File: config.mk
export PLATFORM = sky130hd
export DESIGN_NAME = dual_timer_counter
export DESIGN_NICKNAME = d
export VERILOG_FILES = /design/src/hdl/timer_pkg.sv /design/src/hdl/tick_if.sv /design/src/hdl/timer_tick_gen.sv /design/src/hdl/dual_timer_counter.sv
export VERILOG_INCLUDE_DIRS = /design/src /design/src/hdl
export SDC_FILE = /design/constraint.sdc
export NUM_CORES = 1
export LEC_CHECK = 0
export BUFFER_PORTS_ARGS = -buffer_cell sky130_fd_sc_hd__clkbuf_2
export CORE_MARGIN = 4
export CORE_UTILIZATION = 53
export DETAILED_ROUTE_END_ITERATION = 16
export GPL_TIMING_DRIVEN = 1
export HOLD_SLACK_MARGIN = 0.1
export PLACE_DENSITY = 0.77
export SYNTH_ARGS = -nofsm -noshare
export SYNTH_HDL_FRONTEND = slang
export SYNTH_HIERARCHICAL = 1
export SYNTH_SLANG_ARGS = --single-unit
File: constraint.sdc
create_clock -name ref_clk -period 2.5 [get_ports ref_clk]
set_clock_uncertainty 0.15 [all_clocks]
set_input_delay 0.5 -clock ref_clk [delete_from_list [all_inputs] [get_ports ref_clk]]
set_output_delay 0.5 -clock ref_clk [all_outputs]
set_load 0.01 [all_outputs]
File: src/hdl/timer_regs.svh
// Register offsets, field positions, reset values and timing counts
`ifndef TIMER_REGS_SVH
`define TIMER_REGS_SVH

// ----------------------------------------------------------------
// Register byte offsets
// ----------------------------------------------------------------
`define OFF_SYSTEM_CONFIG 8'h00
`define OFF_TIMER_MODE    8'h04
`define OFF_RUN_FLAG      8'h08
`define OFF_COUNT0        8'h0C
`define OFF_COUNT1        8'h10
`define OFF_RELOAD0       8'h14
`define OFF_RELOAD1       8'h18

// ----------------------------------------------------------------
// Field positions
// ----------------------------------------------------------------
`define PRESCALE_LSB      2
`define RUN_LSB           0
`define FLAG_LSB          4
`define GATE_BIT          3
`define SRC_BIT           2

// ----------------------------------------------------------------
// Reset values
// ----------------------------------------------------------------
`define SYSTEM_CONFIG_RST 8'h00
`define TIMER_MODE_RST    8'h00

// ----------------------------------------------------------------
// Timing: prescaler masks and pin sample period in oscillator cycles
// ----------------------------------------------------------------
`define DIV4_MASK         6'h03
`define DIV16_MASK        6'h0F
`define DIV64_MASK        6'h3F
`define SAMPLE_PERIOD     2

// ----------------------------------------------------------------
// AXI responses
// ----------------------------------------------------------------
`define RESP_OKAY         2'h0
`define RESP_SLVERR       2'h2

`endif

File: src/hdl/timer_pkg.sv
// Types shared by the timer/counter design
package timer_pkg;

  typedef enum logic [1:0] {
    MODE_RELOAD16 = 2'h0,
    MODE_FREE16   = 2'h1,
    MODE_RELOAD8  = 2'h2,
    MODE_SPLIT8   = 2'h3
  } mode_type;

  typedef enum logic [1:0] {
    PRESCALE_DIV4  = 2'h0,
    PRESCALE_DIV16 = 2'h1,
    PRESCALE_DIV64 = 2'h2,
    PRESCALE_RSVD  = 2'h3
  } prescale_type;

endpackage

File: src/hdl/tick_if.sv
// Carrier between the register/count core and the tick generator
`timescale 1ns/1ps
interface tick_if;
  import timer_pkg::*;
  prescale_type prescale_sel;
  logic [1:0]   count_input_pin;
  logic         timer_tick;
  logic [1:0]   count_edge;

  modport gen  (input prescale_sel, input count_input_pin,
                output timer_tick, output count_edge);
  modport core (output prescale_sel, output count_input_pin,
                input timer_tick, input count_edge);
endinterface

File: src/hdl/timer_tick_gen.sv
// Shared prescaler and sampled falling-edge detect on count inputs
`timescale 1ns/1ps
`include "timer_regs.svh"
module timer_tick_gen
  import timer_pkg::*;
#(
  parameter int PRESCALE_W = 6,
  parameter int NUM_PINS   = 2
) (
  input wire logic ref_clk,
  input wire logic reset,
  tick_if.gen      tk
);

  generate
    if (PRESCALE_W < 6 || NUM_PINS != 2) begin : g_bad
      $error("timer_tick_gen: unsupported parameters");
    end
  endgenerate

  logic [5:0]          div_reg;
  logic [5:0]          mask;
  logic                tick_reg;
  logic                phase_reg;
  logic [NUM_PINS-1:0] sample_reg;
  logic [NUM_PINS-1:0] edge_reg;

  // ----------------------------------------------------------------
  // Prescaler
  // ----------------------------------------------------------------
  // Divider select; the reserved code falls back to divide-by-4
  always_comb begin
    case (tk.prescale_sel)
      PRESCALE_DIV16: mask = `DIV16_MASK;
      PRESCALE_DIV64: mask = `DIV64_MASK;
      default:        mask = `DIV4_MASK;
    endcase
  end

  // One free-running divider feeds every channel in timer mode
  always_ff @(posedge ref_clk) begin
    if (reset) begin
      div_reg  <= 6'h00;
      tick_reg <= 1'b0;
    end else begin
      div_reg  <= div_reg + 6'h01;
      tick_reg <= ((div_reg & mask) == mask);
    end
  end

  // ----------------------------------------------------------------
  // Count input sampling
  // ----------------------------------------------------------------
  // Sample phase toggles so each pin is looked at every second cycle
  always_ff @(posedge ref_clk) begin
    if (reset)
      phase_reg <= 1'b0;
    else
      phase_reg <= ~phase_reg;
  end

  for (genvar i = 0; i < NUM_PINS; i++) begin : g_pin
    // High sample followed by low sample is one counted edge
    always_ff @(posedge ref_clk) begin
      if (reset) begin
        sample_reg[i] <= 1'b0;
        edge_reg[i]   <= 1'b0;
      end else begin
        edge_reg[i] <= phase_reg & sample_reg[i]
                       & ~tk.count_input_pin[i];
        if (phase_reg)
          sample_reg[i] <= tk.count_input_pin[i];
      end
    end

  end

  assign tk.timer_tick = tick_reg;
  assign tk.count_edge = edge_reg;
endmodule

File: src/hdl/dual_timer_counter.sv
// Dual 16-bit timer/counter with shared prescaler, AXI4-Lite registers
//
// Operation
// - Prescale code 00 gives osc/4, 01 osc/16, 10 osc/64; 11 reserved.
// - One prescaler rate drives every channel in timer mode.
// - Counter mode counts each high-to-low edge on the count pin.
// - Count pins are sampled every 2 cycles; edges seen within 4.
// - Source bit clear selects prescaled tick, set selects count pin.
// - Gate set: count only while run bit set and interrupt pin high.
// - Mode 00 reload16, 01 free16, 10 reload8, 11 split (ch0 only).
// - Mode register: ch1 upper nibble, ch0 lower; gate,src,mode; reset 0.
// - Channels count up and count is readable while running.
// - Two 16-bit channels, coupled only in ch0 mode 3, share the central time base.
// - Prescale select sits in config bits 3:2, resets to divide-by-4.
// - Reload16 high-byte overflow sets flag, reloads both bytes.
// - Reload8 low-byte overflow sets flag, reloads low, keeps high.
// - Channel 1 in mode 3 holds its count as if stopped.
// - Ch0 mode 3: high byte times on ch1 run bit and ch1 flag.
`timescale 1ns/1ps
`include "timer_regs.svh"
module dual_timer_counter
  import timer_pkg::*;
#(
  parameter int ADDR_W = 8
) (
  input  wire logic              ref_clk,
  input  wire logic              reset,
  input  wire logic [ADDR_W-1:0] s_axi_awaddr,
  input  wire logic              s_axi_awvalid,
  output logic                   s_axi_awready,
  input  wire logic [31:0]       s_axi_wdata,
  input  wire logic [3:0]        s_axi_wstrb,
  input  wire logic              s_axi_wvalid,
  output logic                   s_axi_wready,
  output logic [1:0]             s_axi_bresp,
  output logic                   s_axi_bvalid,
  input  wire logic              s_axi_bready,
  input  wire logic [ADDR_W-1:0] s_axi_araddr,
  input  wire logic              s_axi_arvalid,
  output logic                   s_axi_arready,
  output logic [31:0]            s_axi_rdata,
  output logic [1:0]             s_axi_rresp,
  output logic                   s_axi_rvalid,
  input  wire logic              s_axi_rready,
  input  wire logic [1:0]        count_input_pin,
  input  wire logic [1:0]        ext_int_pin,
  output logic [1:0]             overflow_flag
);

  generate
    if (ADDR_W < 8) begin : g_bad
      $error("dual_timer_counter: ADDR_W too small");
    end
  endgenerate

  logic [7:0]        system_config_reg;
  logic [7:0]        timer_mode_control_reg;
  logic [1:0]        run_ctl_reg;
  logic [1:0]        flag_reg;
  logic [15:0]       count_reg [2];
  logic [15:0]       count_next [2];
  logic [15:0]       reload_reg [2];
  logic [1:0]        ovf;
  logic [1:0]        flag_set;
  logic              ovf_hi;
  logic              aw_held_reg;
  logic              w_held_reg;
  logic [ADDR_W-1:0] awaddr_reg;
  logic [31:0]       wdata_reg;
  logic [3:0]        wstrb_reg;
  logic              wr_fire;
  logic              wr_known;
  logic [1:0]        count_wr;
  logic [31:0]       rd_word;
  logic              rd_known;

  tick_if tk ();

  timer_tick_gen #(
    .PRESCALE_W (6),
    .NUM_PINS   (2)
  ) u_tick (
    .ref_clk (ref_clk),
    .reset   (reset),
    .tk      (tk.gen)
  );

  assign tk.prescale_sel    =
    prescale_type'(system_config_reg[`PRESCALE_LSB +: 2]);
  assign tk.count_input_pin = count_input_pin;

  // ----------------------------------------------------------------
  // AXI4-Lite write channel
  // ----------------------------------------------------------------
  // Address and data are caught in either order; write once both held
  assign wr_fire = aw_held_reg & w_held_reg & ~s_axi_bvalid;

  always_ff @(posedge ref_clk) begin
    if (reset) begin
      aw_held_reg   <= 1'b0;
      w_held_reg    <= 1'b0;
      s_axi_awready <= 1'b0;
      s_axi_wready  <= 1'b0;
      awaddr_reg    <= '0;
      wdata_reg     <= 32'h0000_0000;
      wstrb_reg     <= 4'h0;
    end else begin
      if (s_axi_awvalid && s_axi_awready) begin
        aw_held_reg   <= 1'b1;
        awaddr_reg    <= s_axi_awaddr;
        s_axi_awready <= 1'b0;
      end else if (wr_fire) begin
        aw_held_reg   <= 1'b0;
      end else begin
        s_axi_awready <= ~aw_held_reg;
      end
      if (s_axi_wvalid && s_axi_wready) begin
        w_held_reg   <= 1'b1;
        wdata_reg    <= s_axi_wdata;
        wstrb_reg    <= s_axi_wstrb;
        s_axi_wready <= 1'b0;
      end else if (wr_fire) begin
        w_held_reg   <= 1'b0;
      end else begin
        s_axi_wready <= ~w_held_reg;
      end
    end
  end

  // Address decode for writes
  always_comb begin
    case (awaddr_reg[7:0])
      `OFF_SYSTEM_CONFIG, `OFF_TIMER_MODE, `OFF_RUN_FLAG,
      `OFF_COUNT0, `OFF_COUNT1, `OFF_RELOAD0, `OFF_RELOAD1:
        wr_known = 1'b1;
      default: wr_known = 1'b0;
    endcase
  end

  // Write response, unmapped addresses answer with an error
  always_ff @(posedge ref_clk) begin
    if (reset) begin
      s_axi_bvalid <= 1'b0;
      s_axi_bresp  <= `RESP_OKAY;
    end else if (wr_fire) begin
      s_axi_bvalid <= 1'b1;
      s_axi_bresp  <= wr_known ? `RESP_OKAY : `RESP_SLVERR;
    end else if (s_axi_bready) begin
      s_axi_bvalid <= 1'b0;
    end
  end

  // ----------------------------------------------------------------
  // Configuration registers
  // ----------------------------------------------------------------
  // Prescale field, mode nibbles and run bits on byte lane 0; reload bytes on lanes 0 and 1
  always_ff @(posedge ref_clk) begin
    if (reset) begin
      system_config_reg      <= `SYSTEM_CONFIG_RST;
      timer_mode_control_reg <= `TIMER_MODE_RST;
      run_ctl_reg            <= 2'h0;
      reload_reg[0]          <= 16'h0000;
      reload_reg[1]          <= 16'h0000;
    end else if (wr_fire) begin
      if (awaddr_reg[7:0] == `OFF_SYSTEM_CONFIG && wstrb_reg[0])
        system_config_reg <= {4'h0, wdata_reg[3:2], 2'h0};
      if (awaddr_reg[7:0] == `OFF_TIMER_MODE && wstrb_reg[0])
        timer_mode_control_reg <= wdata_reg[7:0];
      if (awaddr_reg[7:0] == `OFF_RUN_FLAG && wstrb_reg[0])
        run_ctl_reg <= wdata_reg[`RUN_LSB +: 2];
      for (int n = 0; n < 2; n++) begin
        if (awaddr_reg[7:0] == (`OFF_RELOAD0 + 8'(4 * n))) begin
          if (wstrb_reg[0])
            reload_reg[n][7:0] <= wdata_reg[7:0];
          if (wstrb_reg[1])
            reload_reg[n][15:8] <= wdata_reg[15:8];
        end
      end
    end
  end

  // ----------------------------------------------------------------
  // Count channels
  // ----------------------------------------------------------------
  for (genvar n = 0; n < 2; n++) begin : g_ch
    logic     gate;
    logic     src;
    mode_type mode;
    logic     en;
    logic     inc;
    logic     hi_ovf;

    assign gate = timer_mode_control_reg[4*n + `GATE_BIT];
    assign src  = timer_mode_control_reg[4*n + `SRC_BIT];
    assign mode = mode_type'(timer_mode_control_reg[4*n +: 2]);
    assign en   = run_ctl_reg[n] & (~gate | ext_int_pin[n]);
    assign inc  = en & (src ? tk.count_edge[n]
                            : tk.timer_tick);
    assign count_wr[n] = wr_fire & (awaddr_reg[7:0] ==
                         (`OFF_COUNT0 + 8'(4 * n)));

    // Next count and overflow per mode, always counting upward
    always_comb begin
      count_next[n] = count_reg[n];
      ovf[n]        = 1'b0;
      hi_ovf        = 1'b0;
      case (mode)
        MODE_RELOAD16, MODE_FREE16: if (inc) begin
          ovf[n] = (count_reg[n] == 16'hFFFF);
          if (ovf[n] && mode == MODE_RELOAD16)
            count_next[n] = reload_reg[n];
          else
            count_next[n] = count_reg[n] + 16'h0001;
        end
        MODE_RELOAD8: if (inc) begin
          ovf[n] = (count_reg[n][7:0] == 8'hFF);
          count_next[n][7:0] = ovf[n] ? reload_reg[n][7:0]
                                      : count_reg[n][7:0] + 8'h01;
        end
        default: if (n == 0) begin // ch1 in mode 3 holds
          if (inc) begin
            ovf[n] = (count_reg[n][7:0] == 8'hFF);
            count_next[n][7:0] = count_reg[n][7:0] + 8'h01;
          end
          if (run_ctl_reg[1] && tk.timer_tick) begin
            hi_ovf = (count_reg[n][15:8] == 8'hFF);
            count_next[n][15:8] = count_reg[n][15:8] + 8'h01;
          end
        end
      endcase
    end

    if (n == 0) begin : g_hi
      assign ovf_hi = hi_ovf;
    end

    // Software write of the count wins over counting in that cycle
    always_ff @(posedge ref_clk) begin
      if (reset)
        count_reg[n] <= 16'h0000;
      else if (count_wr[n]) begin
        count_reg[n][7:0]  <= wstrb_reg[0] ? wdata_reg[7:0]
                                           : count_next[n][7:0];
        count_reg[n][15:8] <= wstrb_reg[1] ? wdata_reg[15:8]
                                           : count_next[n][15:8];
      end else
        count_reg[n] <= count_next[n];
    end
  end

  // Ch1 flag belongs to the ch0 high byte while ch0 is split
  assign flag_set[0] = ovf[0];
  assign flag_set[1] = (g_ch[0].mode == MODE_SPLIT8) ? ovf_hi
                                                      : ovf[1];

  // Overflow flags: write one clears, a same-cycle overflow still sets
  always_ff @(posedge ref_clk) begin
    if (reset) begin
      flag_reg      <= 2'h0;
      overflow_flag <= 2'h0;
    end else begin
      for (int n = 0; n < 2; n++) begin
        if (flag_set[n])
          flag_reg[n] <= 1'b1;
        else if (wr_fire && awaddr_reg[7:0] == `OFF_RUN_FLAG &&
                 wstrb_reg[0] && wdata_reg[`FLAG_LSB + n])
          flag_reg[n] <= 1'b0;
        overflow_flag[n] <= flag_set[n] | flag_reg[n];
      end
    end
  end

  // ----------------------------------------------------------------
  // AXI4-Lite read channel
  // ----------------------------------------------------------------
  // Read mux, live counts visible at any time
  always_comb begin
    rd_known = 1'b1;
    case (s_axi_araddr[7:0])
      `OFF_SYSTEM_CONFIG: rd_word = {24'h0, system_config_reg};
      `OFF_TIMER_MODE:    rd_word = {24'h0, timer_mode_control_reg};
      `OFF_RUN_FLAG:      rd_word = {26'h0, flag_reg, 2'h0, run_ctl_reg};
      `OFF_COUNT0:        rd_word = {16'h0, count_reg[0]};
      `OFF_COUNT1:        rd_word = {16'h0, count_reg[1]};
      `OFF_RELOAD0:       rd_word = {16'h0, reload_reg[0]};
      `OFF_RELOAD1:       rd_word = {16'h0, reload_reg[1]};
      default: begin
        rd_word  = 32'h0000_0000;
        rd_known = 1'b0;
      end
    endcase
  end

  always_ff @(posedge ref_clk) begin
    if (reset) begin
      s_axi_arready <= 1'b0;
      s_axi_rvalid  <= 1'b0;
      s_axi_rdata   <= 32'h0000_0000;
      s_axi_rresp   <= `RESP_OKAY;
    end else if (s_axi_arvalid && s_axi_arready) begin
      s_axi_arready <= 1'b0;
      s_axi_rvalid  <= 1'b1;
      s_axi_rdata   <= rd_word;
      s_axi_rresp   <= rd_known ? `RESP_OKAY : `RESP_SLVERR;
    end else if (s_axi_rvalid) begin
      if (s_axi_rready)
        s_axi_rvalid <= 1'b0;
    end else begin
      s_axi_arready <= 1'b1;
    end
  end
endmodule

=== Word-level counts from Yosys, hierarchy flattened ===
Memory sizes are Yosys's and may differ from the RTL's.
Index checks and enable logic that the tools add are counted.

* Bits in registers: 97
* RAM bits: 64
* Output and inout bits: 43
* Word-level logic and storage cells: 220
* Memories: 2

* $add $sub $neg: 6
* Eq/ne operators: 25
* Muxes and demuxes: 91
* Bitwise logic cells: 37
* Reduce and logical (&&, ||, !) cells: 33

{| class="wikitable"
|+ Memories
! name !! depth !! width !! rd ports !! clocked after memory_dff !! wr ports !! RTL line !! text
|-
| count_reg || 2 || 16 || 2 || 0 || 2 || dual_timer_counter.sv:60 || <nowiki>logic [15:0] count_reg [2];</nowiki>
|-
| reload_reg || 2 || 16 || 2 || 0 || 2 || dual_timer_counter.sv:62 || <nowiki>logic [15:0] reload_reg [2];</nowiki>
|}

{| class="wikitable"
|+ Operators with widths
! cell !! count
|-
| $mux 8 || 23
|-
| $pmux 16 s7 || 1
|-
| $mux 16 || 4
|-
| $mux 1 || 56
|-
| $eq 8x5->1 const B || 6
|-
| $pmux 8 s2 || 3
|-
| $add 16x1->16 const B || 2
|-
| $eq 16x16->1 const B || 2
|-
| $eq 8x4->1 const B || 4
|-
| $add 8x1->8 const B || 3
|-
| $eq 8x8->1 const B || 3
|-
| $eq 8x3->1 const B || 2
|-
| $logic_not 8->1 || 2
|-
| $or 1x1->1 || 16
|-
| $reduce_or 7->1 || 2
|-
| $logic_and 1x1->1 || 13
|-
| $and 1x1->1 || 12
|-
| $pmux 6 s2 || 1
|-
| $reduce_bool 2->1 || 5
|-
| $reduce_or 2->1 || 5
|-
| $eq 2x2->1 const B || 4
|-
| $not 1->1 || 8
|-
| $add 6x1->6 const B || 1
|-
| $and 6x6->6 || 1
|-
| other kinds (7) || 13
|}

=== Logic depth before layout (Yosys ltp) ===
* Depth after elaboration: 9
* Gate-level depth with buffers: 9

=== By module ===
The synthesis kept the hierarchy.

{| class="wikitable"
|+ By module, submodules not included
! module !! times used !! cells an instance !! area an instance (µm²)
|-
| dual_timer_counter || 1 || 866 || 7420.9
|-
| timer_tick_gen || 1 || 42 || 430.4
|}

=== Worst setup path after synthesis ===
No wires, ideal clock.

* Kind: register -> register
* Start: mem count_reg[0][8]
* End: mem count_reg[0][15], data pin
* Setup time: 0.257 ns
* Data arrival time: 2.034 ns
* Data required time: 2.093 ns
* Slack: 0.059 ns
* Cell stages (with the launch flop): 9
* Period minus slack after synthesis: 2.441 ns
* Path through: edfxtp_1 -> ha_1 -> nand2_1 -> nor4_2 -> and2_1 -> clkbuf_2 -> o21ai_0 -> a221o_1 -> a32o_1

{| class="wikitable"
|+ RTL lines
! element !! RTL line
|-
| from (decl) || dual_timer_counter.sv:60
|}

==> metrics.cfg <==
[outcome]
status=finished clean

[route]
first_pass_iters=7
routed_wl_um=22990
drtAntennaViolNets=0
dr.first_iter.drc_count=1252
vias=7564
vias_per_cell=6.022
drcViolationCount=0
wl_per_cell_um=18.31

[global_routing]
top_usage_layer=met2
antenna_found_initial=0
gr-usage-met2_pct=43.59
grt_max_degree=54
grt_pass1_vias=7106
grt_use_total_pct=27.94
met3_usage_pct=5.239
grt_first_pass_wirelength_um=36710
grt-ovfl-total=0
grt_use_met1_pct=38.87

[logic_synthesis]
synth_edf_count=64
synth_area_leader_cell=edfxtp_1
synthTopCellsByArea=edfxtp_1, dfxtp_1, nand2_1, a21oi_1, nor2_1
synth-seq-cells=143
synthArstFlopShare_pct=0
synth_compound_area_share_pct=20.65
synth_xor_area_share_pct=1.450
netlist_area_mm2=0.007851
synth_cells=908
synth-simple-area-share_pct=24.72
synth_seq_area_share_pct=44.62
syn_area_per_cell_um2=8.647
ys_warn_count=6
synth_adder_area_share_pct=0.7968
muxShareOfSynthArea_pct=1.960
synth_flop_cell=dfxtp_1
synth_top_family_by_area=simple AND/OR/NAND/NOR gates
synth_cell_types=74
yosysTopAreaCellShare_pct=24.48

[floorplan]
std_cell_rows=44
core-area_mm2=0.01453
dieArea_mm2=0.01682
die_h_um=129.7
dieWidth_um=129.7
ios=106
start_util_pct=54.02

[placed_design]
io_buffers=69
place_ws_ps=6.630
placed_area_mm2=0.008910
dp_hpwl_um=17120
gp_congestion=0.9633

[worst_hold_path]
hold_path_depth=3
hold_path_class=in2reg

[power_and_ir_drop]
p_leak_nw=3.721
powerDensity_mw_per_mm2=575.4
p_total_mw=5.490
ir_drop_v=0.0004683

[final_layout]
final_common_cell=nand2_1
area_growth_pct=21.51
multiInputGateArea_mm2=0.004116
diodes=0
nets=1127
final_cell_mix=nand2_1, buf_4, nor2_1
drive_gt1_share_pct=19.78
n_fill_cell=1223
final-seq-area_mm2=0.003503
final_area_mm2=0.009540
postLayoutCoreUtil_pct=65.64

[setup_path]
crit_path_start_kind=flop
critPathBufInv=0
cp.depth=7
path_class=reg2reg
cp_max_fo=4
critPathTopFamily=compound AO/OA/AOI/OAI gates
end_kind=flop
reg2reg_depth=7
required_ps=2500
critPathArrivalTime_ps=2450
crit_chain=ha_1, nand4_1, or2_4, nor2_1, a21boi_0, a2111oi_0, o21ai_0
max_stage_delay_ps=510
slowest_stage=a2111oi_0

[sta]
period_share_pct=97.84
setup_ws_ps=53.99
rsz0062_at_grt=no
setup_viol=0
maxSlewHeadroom_pct=42.06
min_period_ps=2446
hold_viol=0
maxSlewViolCount=0
tns_ps=0
max_slew.worst_pin.slew_ps=867.4
clock.fmax_mhz=408.8

[clock_tree]
numCtsBuffers=17
cts_tree=built
cts_max_path_buffers=2
root_buffer=clkbuf_16
htree_num_levels=4
cts_num_sinks=143
insertion_delay_ps=430
clkTransAtPathRegs_ps=60

[job]
drv_cap=0

tightest hold or removal path: stages:
cell and delay [ps]:
clkbuf_2 80, nand2_1 40, a21oi_1 50
what timing repair did:
item,4_1_cts,5_1_grt
hold endpoints to repair,2,0
hold buffers,2,0
buffers inserted,0,2
gates resized for setup,0,11
endpoints found under the setup margin,0,13
routing by layer:
metal  vias up  wire length [µm]
met3        50              2500
met5         -                 0
met4         0               540
li1       3579                 -
met2       435             10430
met1      3500              9525
through the flow:
stage | std cells | hold slack [ps]
CTS | 1254 | 125.5
floorplan | 956 | 279.9
detailed placement | 1220 | 290.4
global placement | 1220 | 285.6
global route | 1256 | 143.4
finish | 1256 | 134.5
cells in the mapped netlist, types with 10 or more instances:
| library cell | instances |
|---|---|
| a211oi_1 | 13 |
| a21o_1 | 12 |
| a21oi_1 | 77 |
| a222oi_1 | 10 |
| a22oi_1 | 12 |
| a311oi_1 | 10 |
| a31oi_1 | 12 |
| and2_1 | 29 |
| and3_1 | 12 |
| buf_2 | 11 |
| buf_4 | 19 |
| clkbuf_1 | 34 |
| dfxtp_1 | 79 |
| edfxtp_1 | 64 |
| inv_1 | 18 |
| mux2i_1 | 12 |
| nand2_1 | 142 |
| nand3_1 | 32 |
| nand4_1 | 17 |
| nor2_1 | 80 |
| nor3_1 | 31 |
| o21ai_0 | 32 |
| or3_1 | 10 |
logic make-up after synthesis:
logic type / Yosys count
AOI/OAI and AO/OA: 241
xor gates and xnor gates: 13
adders and majority gates: 5
buffers and inverters: 93
DFF: 143
muxes: 15
other: 2
and+or+nand+nor: 396
layout make-up:
type | count | share of cell area (%)
Sequential cell | 143 | 36.72
Tap cell | 184 | 2.413
Multi-Input combinational cell | 720 | 43.15
Clock buffer | 19 | 4.761
Timing Repair Buffer | 159 | 11.15
Inverter | 18 | 0.7082
Clock inverter | 13 | 1.102
path summary, 6_finish.rpt:
check / from / slack (ps) / end
max: count_reg[0][0]$_DFFE_PP_ / 50 / count_reg[0][10]$_DFFE_PP_
min reg2reg: s_axi_rdata[12]$_SDFFE_PP0P_ / 300 / s_axi_rdata[12]$_SDFFE_PP0P_
max reg2reg: count_reg[0][0]$_DFFE_PP_ / 50 / count_reg[0][10]$_DFFE_PP_
min: s_axi_wdata[3] / 130 / wdata_reg[3]$_SDFFE_PP0P_
report_power, final:
group | switching (mW) | internal (mW) | leakage [nW]
Combinational | 0.266 | 0.192 | 2.14
Sequential | 0.0928 | 2.53 | 1.30
Clock | 1.06 | 1.35 | 0.283
Total | 1.42 | 4.07 | 3.72
(Power assumes the default switching activity.)
